### config.mk
export PLATFORM = sky130hd
export DESIGN_NAME = lshto_receiver
export DESIGN_NICKNAME = d
export VERILOG_FILES = /design/src/lshto_pkg.sv /design/src/lshto_receiver.sv /design/src/lshto_sampler.sv
export SDC_FILE = /design/constraint.sdc
export NUM_CORES = 1
export LEC_CHECK = 0
export BUFFER_PORTS_ARGS = -buffer_cell sky130_fd_sc_hd__buf_2
export CAP_MARGIN = 10
export CORE_UTILIZATION = 55
export DETAILED_ROUTE_END_ITERATION = 12
export MAX_ROUTING_LAYER = met4
export PLACE_DENSITY = 0.86
export SLEW_MARGIN = 10
export SYNTH_ARGS = -nofsm -noshare
export SYNTH_HDL_FRONTEND = slang
export SYNTH_SLANG_ARGS = --single-unit
### constraint.sdc
create_clock -name i_clk -period 6.1 [get_ports i_clk]
set_input_delay 1.525 -clock i_clk [delete_from_list [all_inputs] [get_ports i_clk]]
set_output_delay 1.525 -clock i_clk [all_outputs]
set_load 0.02 [all_outputs]
### src/lshto_pkg.sv
// package: constants and types shared by the lin slave header time-out receiver
package lshto_pkg;

  // ************************************************************
  // sampling grid
  // ************************************************************
  localparam int unsigned SAMPLES_PER_BIT = 16;
  localparam int unsigned SAMP_W          = 4;
  localparam logic [3:0]  SAMP_MID        = 4'h7;   // last tick before mid-bit on start
  localparam logic [3:0]  SAMP_LAST       = 4'hf;   // tick of each data and stop sample
  localparam logic [2:0]  BIT_LAST        = 3'h7;
  localparam int unsigned DIV_W           = 16;

  // ************************************************************
  // header supervision
  // ************************************************************
  localparam int unsigned HDR_CNT_W           = 10;
  localparam int unsigned HDR_TIMEOUT_BITS    = 57;
  localparam logic [9:0]  HDR_TIMEOUT_SAMPLES = 10'(HDR_TIMEOUT_BITS * SAMPLES_PER_BIT);
  localparam logic [9:0]  HDR_BRK_PRESET      = 10'h098; // break seen at its stop sample
  localparam logic [7:0]  SYNC_BYTE           = 8'h55;
  localparam logic [7:0]  LEN_ON_TIMEOUT      = 8'h00;
  localparam logic [7:0]  BREAK_BYTE          = 8'h00;

  // ************************************************************
  // reset values
  // ************************************************************
  localparam logic       MUTE_RST = 1'b1;
  localparam logic [7:0] DATA_RST = 8'h00;
  localparam logic [7:0] LEN_RST  = 8'h00;

  // ************************************************************
  // types
  // ************************************************************
  typedef enum logic [1:0] {
    RX_IDLE  = 2'b00,
    RX_START = 2'b01,
    RX_DATA  = 2'b10,
    RX_STOP  = 2'b11
  } lshto_rx_state_t;

  typedef enum logic [1:0] {
    HD_IDLE  = 2'b00,
    HD_SYNC  = 2'b01,
    HD_IDENT = 2'b10
  } lshto_hdr_state_t;

  typedef struct packed {
    logic header_error_flag;
    logic header_detected_flag;
    logic receive_full_flag;
    logic receiver_wakeup_mute_bit;
  } lshto_flags_t;

  localparam lshto_flags_t FLAGS_RST = '{1'b0, 1'b0, 1'b0, MUTE_RST};

endpackage

### src/lshto_receiver.sv
// receiver: lin slave byte reception with header supervision and mute control
`timescale 1ns/1ps
module lshto_receiver
  import lshto_pkg::*;
#(
  parameter int unsigned DIV_W = lshto_pkg::DIV_W
) (
  // clock and reset
  input  wire logic                  i_clk,
  input  wire logic                  i_rst,
  // line and configuration
  input  wire logic                  i_line,
  input  wire logic [DIV_W-1:0]      i_sample_div,
  input  wire logic                  i_lin_slave_en,
  // software accesses, one-cycle pulses
  input  wire logic                  i_status_rd,
  input  wire logic                  i_data_rd,
  input  wire logic                  i_wakeup_set,
  // status and data
  output lshto_pkg::lshto_flags_t    o_flags,
  output logic [7:0]                 o_rx_data,
  output logic [7:0]                 o_header_length,
  output logic                       o_irq
);
  import lshto_pkg::*;

  logic                    line;
  logic                    tick;
  lshto_rx_state_t         rx_state_reg, rx_state_next;
  logic [SAMP_W-1:0]       samp_reg, samp_next;
  logic [2:0]              bit_reg, bit_next;
  logic [7:0]              shift_reg, shift_next;
  logic                    prev_reg, prev_next;
  logic                    byte_done;
  logic                    stop_ok;
  lshto_hdr_state_t        hd_state_reg, hd_state_next;
  logic [HDR_CNT_W-1:0]    hcnt_reg, hcnt_next;
  logic                    hdr_timeout;
  logic                    hdr_ok;
  logic                    hdr_bad;
  lshto_flags_t            flags_reg, flags_next;
  logic [7:0]              data_reg, data_next;
  logic [7:0]              len_reg, len_next;
  logic                    armed_reg, armed_next;
  logic                    irq_reg, irq_next;
  logic                    clr;

  // ************************************************************
  // line synchroniser and sample tick
  // ************************************************************
  lshto_sampler #(
    .DIV_W (DIV_W)
  ) u_sampler (
    .i_clk       (i_clk),
    .i_rst       (i_rst),
    .i_div       (i_sample_div),
    .i_line      (i_line),
    .o_line_sync (line),
    .o_tick      (tick)
  );

  // ************************************************************
  // byte reception on the sixteen-per-bit grid
  // ************************************************************
  always_comb begin
    rx_state_next = rx_state_reg;
    samp_next     = samp_reg;
    bit_next      = bit_reg;
    shift_next    = shift_reg;
    prev_next     = tick ? line : prev_reg;
    byte_done     = 1'b0;
    stop_ok       = 1'b0;
    if (tick) begin
      samp_next = samp_reg + 1'b1;
      case (rx_state_reg)
        RX_IDLE: begin
          samp_next = '0;
          if (prev_reg && !line) begin // falling edge opens a start bit
            rx_state_next = RX_START;
          end
        end
        RX_START: begin
          if (samp_reg == SAMP_MID) begin
            samp_next     = '0;
            bit_next      = '0;
            rx_state_next = line ? RX_IDLE : RX_DATA;
          end
        end
        RX_DATA: begin
          if (samp_reg == SAMP_LAST) begin
            shift_next = {line, shift_reg[7:1]};
            bit_next   = bit_reg + 1'b1;
            if (bit_reg == BIT_LAST) begin
              rx_state_next = RX_STOP;
            end
          end
        end
        RX_STOP: begin
          if (samp_reg == SAMP_LAST) begin
            byte_done     = 1'b1;
            stop_ok       = line;
            rx_state_next = RX_IDLE;
          end
        end
        default: rx_state_next = RX_IDLE;
      endcase
    end
  end

  always_ff @(posedge i_clk) begin
    if (i_rst) begin
      rx_state_reg <= RX_IDLE;
      samp_reg     <= '0;
      bit_reg      <= '0;
      shift_reg    <= '0;
      prev_reg     <= 1'b1;
    end else begin
      rx_state_reg <= rx_state_next;
      samp_reg     <= samp_next;
      bit_reg      <= bit_next;
      shift_reg    <= shift_next;
      prev_reg     <= prev_next;
    end
  end

  // ************************************************************
  // header supervision: break, sync field, identifier, time-out
  // ************************************************************
  always_comb begin
    hd_state_next = hd_state_reg;
    hcnt_next     = hcnt_reg;
    hdr_timeout   = 1'b0;
    hdr_ok        = 1'b0;
    hdr_bad       = 1'b0;
    case (hd_state_reg)
      HD_IDLE: begin
        if (i_lin_slave_en && byte_done && !stop_ok && shift_next == BREAK_BYTE) begin
          hd_state_next = HD_SYNC;
          hcnt_next     = HDR_BRK_PRESET;
        end
      end
      HD_SYNC, HD_IDENT: begin
        if (tick && hcnt_reg < HDR_TIMEOUT_SAMPLES) begin
          hcnt_next = hcnt_reg + 1'b1;
        end
        if (tick && hcnt_reg >= HDR_TIMEOUT_SAMPLES) begin
          hdr_timeout   = 1'b1; // time-out wins over a stop bit in the same tick
          hd_state_next = HD_IDLE;
        end else if (byte_done) begin
          if (hd_state_reg == HD_SYNC && stop_ok && shift_next == SYNC_BYTE) begin
            hd_state_next = HD_IDENT;
          end else if (hd_state_reg == HD_IDENT && stop_ok) begin
            hdr_ok        = 1'b1;
            hd_state_next = HD_IDLE;
          end else begin
            hdr_bad       = 1'b1;
            hd_state_next = HD_IDLE;
          end
        end
      end
      default: hd_state_next = HD_IDLE;
    endcase
  end

  always_ff @(posedge i_clk) begin
    if (i_rst) begin
      hd_state_reg <= HD_IDLE;
      hcnt_reg     <= '0;
    end else begin
      hd_state_reg <= hd_state_next;
      hcnt_reg     <= hcnt_next;
    end
  end

  // ************************************************************
  // flags, data, length and interrupt
  // ************************************************************
  always_comb begin
    clr        = armed_reg && i_data_rd;
    armed_next = i_status_rd ? 1'b1 : (i_data_rd ? 1'b0 : armed_reg);
    flags_next = flags_reg;
    data_next  = data_reg;
    len_next   = len_reg;
    // software clear first, hardware set afterwards so a set wins
    if (clr) begin
      flags_next.header_error_flag    = 1'b0;
      flags_next.header_detected_flag = 1'b0;
      flags_next.receive_full_flag    = 1'b0;
    end
    if (i_wakeup_set) begin
      flags_next.receiver_wakeup_mute_bit = 1'b1;
    end
    if (hdr_timeout) begin
      flags_next.header_error_flag        = 1'b1;
      flags_next.header_detected_flag     = 1'b0;
      flags_next.receiver_wakeup_mute_bit = 1'b1;
      len_next                            = LEN_ON_TIMEOUT;
    end
    if (hdr_bad) begin
      flags_next.header_error_flag = 1'b1;
      len_next                     = 8'(hcnt_reg >> 4);
    end
    if (hdr_ok) begin
      flags_next.header_detected_flag     = 1'b1;
      flags_next.receiver_wakeup_mute_bit = i_wakeup_set;
      len_next                            = 8'(hcnt_reg >> 4);
      data_next                           = shift_next;
    end
    if (byte_done && stop_ok && hd_state_reg == HD_IDLE && !flags_reg.receiver_wakeup_mute_bit) begin
      flags_next.receive_full_flag = 1'b1;
      data_next                    = shift_next;
    end
    irq_next = flags_next.header_error_flag | flags_next.header_detected_flag
             | flags_next.receive_full_flag;
  end

  always_ff @(posedge i_clk) begin
    if (i_rst) begin
      flags_reg <= FLAGS_RST;
      data_reg  <= DATA_RST;
      len_reg   <= LEN_RST;
      armed_reg <= 1'b0;
      irq_reg   <= 1'b0;
    end else begin
      flags_reg <= flags_next;
      data_reg  <= data_next;
      len_reg   <= len_next;
      armed_reg <= armed_next;
      irq_reg   <= irq_next;
    end
  end

  assign o_flags         = flags_reg;
  assign o_rx_data       = data_reg;
  assign o_header_length = len_reg;
  assign o_irq           = irq_reg;
endmodule

### src/lshto_sampler.sv
// sampler: line synchroniser and sixteen-per-bit sample tick generator
`timescale 1ns/1ps
module lshto_sampler #(
  parameter int unsigned DIV_W = 16
) (
  // clock and reset
  input  wire logic             i_clk,
  input  wire logic             i_rst,
  // configuration and line
  input  wire logic [DIV_W-1:0] i_div,
  input  wire logic             i_line,
  // sampled outputs
  output logic                  o_line_sync,
  output logic                  o_tick
);

  logic             meta_reg;
  logic             sync_reg;
  logic [DIV_W-1:0] cnt_reg;
  logic [DIV_W-1:0] cnt_next;
  logic             tick_reg;
  logic             tick_next;

  // ************************************************************
  // next values: divider wraps at i_div, tick marks the wrap
  // ************************************************************
  always_comb begin
    tick_next = (cnt_reg >= i_div);
    cnt_next  = tick_next ? '0 : cnt_reg + 1'b1;
  end

  // two flip-flops before the line is used, idle line is high
  always_ff @(posedge i_clk) begin
    if (i_rst) begin
      meta_reg <= 1'b1;
      sync_reg <= 1'b1;
      cnt_reg  <= '0;
      tick_reg <= 1'b0;
    end else begin
      meta_reg <= i_line;
      sync_reg <= meta_reg;
      cnt_reg  <= cnt_next;
      tick_reg <= tick_next;
    end
  end

  assign o_line_sync = sync_reg;
  assign o_tick      = tick_reg;

endmodule
== Word level (Yosys, flattened, before mapping) ==
Cells that the tools add are included.
Storage, ports and cells
  flip-flop bits (word level): 69
  word-level logic and storage cells: 132
  input port bits: 23
  output and inout bits: 21
Cells by class
  equal/unequal tests: 17
  $lt $le $gt $ge: 3
  muxes and demuxes: 56
  add/sub/neg operators: 4
  reduce and logical (&&, ||, !) cells: 31
  bitwise operators: 2
Operators with widths (number)
  two-way mux 8 bit: 5
  two-way mux 1 bit: 26
  two-way mux 2 bit: 11
  two-way mux 10 bit: 2
  case mux 10 bit (2 select lines): 1
  two-way mux 6 bit: 3
  adder 16 x 1 -> 16 bit, second input constant: 1
  greater-or-equal comparator 16 bit: 1
  inequality test 2 bit, second input constant: 7
  logical AND 1 bit: 13
  adder 10 x 1 -> 10 bit, second input constant: 1
  greater-or-equal comparator 10 bit, second input constant: 1
  less-than comparator 10 bit, second input constant: 1
  two-way mux 3 bit: 3
  == test 8 x 7 -> 1 bit, second input constant: 1
  zero test 8 bit: 1
  case mux 2 bit (4 select lines): 1
  case mux 4 bit (2 select lines): 1
  nonzero test 2 bit: 4
  == test 2 bit, second input constant: 3
  case mux 3 bit (2 select lines): 1
  AND reduction 6 bit: 1
  nonzero test 3 bit: 2
  adder 4 x 1 -> 4 bit, second input constant: 1
  other kinds (15): 21

== Logic depth before layout (Yosys ltp) ==
  word-level depth: 13
  mapped depth: 8
  gate-level depth less buffers: 7

== By module ==
A second synthesis with hierarchy kept.
Unflattened totals
  cells, all modules: 436
  area total of the unflattened synthesis: 3788.6 um^2
Modules (own cells, without submodules)
  lshto_receiver: sequential area each 1001.0 um^2, times used 1, area an instance 2578.7 um^2, cells each 294
  lshto_sampler: sequential area each 380.4 um^2, times used 1, area an instance 1209.9 um^2, cells each 142

== Least setup slack after synthesis ==
No wires, ideal clock.
  path type: input to register
  start: input port i_sample_div[13]
  end: register u_sampler.cnt_reg[11]
  required time: 6035 ps
  setup slack: 2822 ps
  stages: 8
  setup time: 65 ps
  arrival: 3213 ps
  path buffers: 1
  path through: inv_1 > ha_1 > a21o_1 > a21o_1 > a2111oi_0 > o211ai_1 > clkbuf_1 > nor2_1
Between the ends
  word-level cells in the longest chain between the ends: 2
RTL lines
  from (decl): RTL line lshto_receiver.sv:13  | input wire logic [DIV_W-1:0] i_sample_div,
  greater-or-equal comparator 16 bit: RTL line lshto_sampler.sv:28  | tick_next = (cnt_reg >= i_div);
  OR reduction 2 bit (no line)
  to (signal assigned): RTL line lshto_sampler.sv:42  | cnt_reg <= cnt_next;
  to (decl): RTL line lshto_sampler.sv:19  | logic [DIV_W-1:0] cnt_reg;
Every way passes these cells.
A chain may end at the register's enable or synchronous reset.

== Final worst setup path ==
  start: input port i_sample_div[13]
  end: register u_sampler.cnt_reg[10]
Same word-level chain as after synthesis.

==> results_dict.tcl <==
set metrics [dict create \
    crit_cells 8 \
    largest_reg_flops 16 \
    cts_setup_buffers 0 \
    worstHoldPathType "reg -> reg" \
    use_met3 0.06593 \
    area_growth_pct 11.09 \
    worstRegToRegCells 7 \
    outcome "completed" \
    r2r_setup_slack_ns 3.49 \
    tns_ns 0 \
    p_sw_frac 0.2443 \
    end_kind "flip-flop" \
    worstPathRequired_ns 6.37 \
    ioPinCount 44 \
    hold_path_depth 1 \
    grt_pass1_vias 2695 \
    path_buf_inv 2 \
    post_drt_wl_per_cell_um 14.24 \
    ys_seq_area_frac 0.3900 \
    tightest_slew_ns 1.098 \
    power_density_nw_per_um2 205.2 \
    maxSlewViolCount 0 \
    critPathMaxStageDelay_ns 0.58 \
    synth_edf_count 0 \
    clk_latency_ns 0.35 \
    busiest_layer "met2" \
    clockPowerShare 0.395 \
    hp-start "u_sampler.meta_reg" \
    instances_no_fill 521 \
    p_switching_w 0.0001972 \
    holdPathEnd "u_sampler.o_line_sync" \
    critPathMaxFanout 15 \
    fp-row-count 28 \
    clock_path_buffers 2 \
    slew_headroom 0.2648 \
    post-place-ws_ns 2.404 \
    start_util 0.5844 \
    r2r_start "hd_state_reg[1]" \
    dieArea_sq_um 6765 \
    grt_setup_unrepaired "false" \
    drive_gt1_frac 0.1659 \
    crit_top_cell "a21o_1" \
    p_seq_frac 0.565 \
    critPathSlowestCell "o211ai_1" \
    internal_power_w 0.0006101 \
    cts_buffers 9 \
    fin_ws_ns 2.714 \
    path_cells "buf_2 > inv_1 > ha_1 > a21o_1 > a21o_1 > a2111oi_0 > o211ai_1 > nor2_1" \
    drv_cap 0 \
    synthFlopType "dfxtp_1" \
    ys_warn_count 0 \
    ant_nets 0 \
    arrival_ns 3.66 \
    final-hold-violation-count 0 \
    finalCritPeriodShare 0.5552 \
    h-tree-depth 3 \
    finalCriticalPeriod_ns 3.386 \
    p_leak_nw 1.651 \
    postSynthCellCount 405 \
    coreArea_sq_um 6061 \
    dr.pass1.iters 4 \
    mappedNetlistArea_sq_um 3542 \
    fillCellCount 518 \
    holdBufCountCts 0 \
    via_count 3042 \
    use_met2 0.3727 \
    layout.nets 489 \
    overflow 0 \
    crit_path_start_kind "input port" \
    viasPerCell 5.839 \
    grt_pass1_wl_um 12080 \
    place_area_sq_um 3769 \
    met1_usage 0.3036 \
    antenna-diode-count 0 \
    combPwrFrac 0.040 \
    drt_iter0_drc 284 \
    cts-resized-gates 0 \
    drc 0 \
    fin_skew_ns 0.007978 \
    clkSinkCount 69 \
    r2r_end "o_flags[0]" \
    die_y_um 82.25 \
    critPathTopFamily "compound AO/OA/AOI/OAI gates" \
    irDropWorstVdd_v 0.0001545 \
    chipWidth_um 82.25 \
    hpwl_um 5218 \
    grt.total_usage 0.2426 \
    final_common_cell "dfxtp_1" \
    port_buffers 41 \
    routed_wl_um 7418 \
    placed_cells 505 \
    gp_congestion 0.8498 \
    cts-root-buf "clkbuf_8" \
    clk_pin_slew_worst_paths_ns 0.07 \
    finalInstanceArea_sq_um 3935 \
    cts_tree "yes" \
    final_cell_mix "69 x dfxtp_1, 45 x nor2_1, 41 x buf_2" \
    finalSetupViolations 0 \
    criticalPathCategory "in -> reg" \
    synth-seq-cells 69 \
    clock.fmax_mhz 295.3 \
    avgSynthCellArea_sq_um 8.746 \
    yosysUniqueCellTypes 55 \
    async_flop_share 0 \
    antenna_found_initial 0 \
    grt_max_degree 54 \
]
==> layout make-up <==
type	count	area [sq um]	share of cell area
Clock buffer	9	123.9	0.03148
Multi-Input combinational cell	294	1991	0.5059
Sequential cell	69	1381	0.3510
Timing Repair Buffer	41	205.2	0.05215
Clock inverter	7	42.54	0.01081
Inverter	26	97.59	0.02480
Tap cell	75	93.84	0.02385
==> stage by stage <==
step	util	hold WS [ns]	power [W]
4_1_cts	0.6493	0.4216	0.0008145
5_1_grt	0.6493	0.4261	0.0008405
2_1_floorplan	-	0.3895	0.0004871
3_3_place_gp	0.6218	0.3940	0.0004974
3_5_place_dp	0.6218	0.4044	0.0004990
6_report	0.6493	0.4160	0.0008073
==> routing by layer <==
metal,wire [um],part of all wire
met5,0,0
met4,93,0.013
met3,456,0.061
met2,3486,0.47
met1,3381,0.46
==> worst reg2reg max path: stages (launching register included) <==
cell and delay [ns]:
dfxtp_1 0.37, inv_1 0.08, ha_1 0.44, and2_0 0.31
o2111ai_1 0.25, a41oi_2 0.48, nand3_2 0.15, a2111o_1 0.43
==> power groups by stage <==
stage               clock, W  sequential (W)  combinational [W]
floorplan                  0        0.000465          0.0000220
global placement           0        0.000466          0.0000310
detailed placement         0        0.000467          0.0000324
CTS                 0.000326        0.000456          0.0000325
global route        0.000347        0.000456          0.0000374
finish              0.000319        0.000456          0.0000324
==> cell families (layout without fill, tap and decap cells) <==
kind of cell,count (synthesis),after routing,share of synthesized area
other cells,1,2,0.001059
xor+xnor,15,15,0.03709
compound gates,82,82,0.1600
buf+inv,43,83,0.04909
flops,69,69,0.3900
simple gates,152,152,0.2204
fa+ha+maj,25,25,0.08831
mux,18,18,0.05405
==> synthesized netlist by cell type (all sizes together), types with 3 or more instances <==
| library cell | count | area share |
|---|---|---|
| a21o | 3 | 0.0064 |
| a21oi | 28 | 0.046 |
| a311oi | 4 | 0.0099 |
| a31oi | 6 | 0.011 |
| a41oi | 4 | 0.014 |
| and2 | 4 | 0.0071 |
| and3 | 11 | 0.019 |
| and4 | 3 | 0.0074 |
| buf | 6 | 0.0095 |
| clkbuf | 11 | 0.012 |
| dfxtp | 69 | 0.39 |
| ha | 25 | 0.088 |
| inv | 26 | 0.028 |
| mux2 | 9 | 0.029 |
| mux2i | 9 | 0.025 |
| nand2 | 25 | 0.026 |
| nand2b | 5 | 0.0088 |
| nand3 | 19 | 0.028 |
| nand4 | 10 | 0.018 |
| nor2 | 45 | 0.048 |
| nor2b | 10 | 0.018 |
| nor3 | 4 | 0.0057 |
| o211ai | 3 | 0.0064 |
| o21a | 4 | 0.0085 |
| o21ai | 15 | 0.021 |
| or3 | 4 | 0.0071 |
| xnor2 | 5 | 0.012 |
| xor2 | 10 | 0.025 |
==> how the worst max path moves through the flow <==
stage                     start               endpoint  slack, ns
2_1_floorplan  i_sample_div[13]  u_sampler.cnt_reg[11]       2.82
3_3_place_gp   i_sample_div[13]   u_sampler.cnt_reg[4]       2.52
3_5_place_dp   i_sample_div[13]   u_sampler.cnt_reg[0]       2.40
4_1_cts        i_sample_div[13]   u_sampler.cnt_reg[0]       2.75
5_1_grt        i_sample_div[13]  u_sampler.cnt_reg[15]       2.53
6_report       i_sample_div[13]  u_sampler.cnt_reg[10]       2.71
Note: power is estimated with default switching activity, not from simulation.
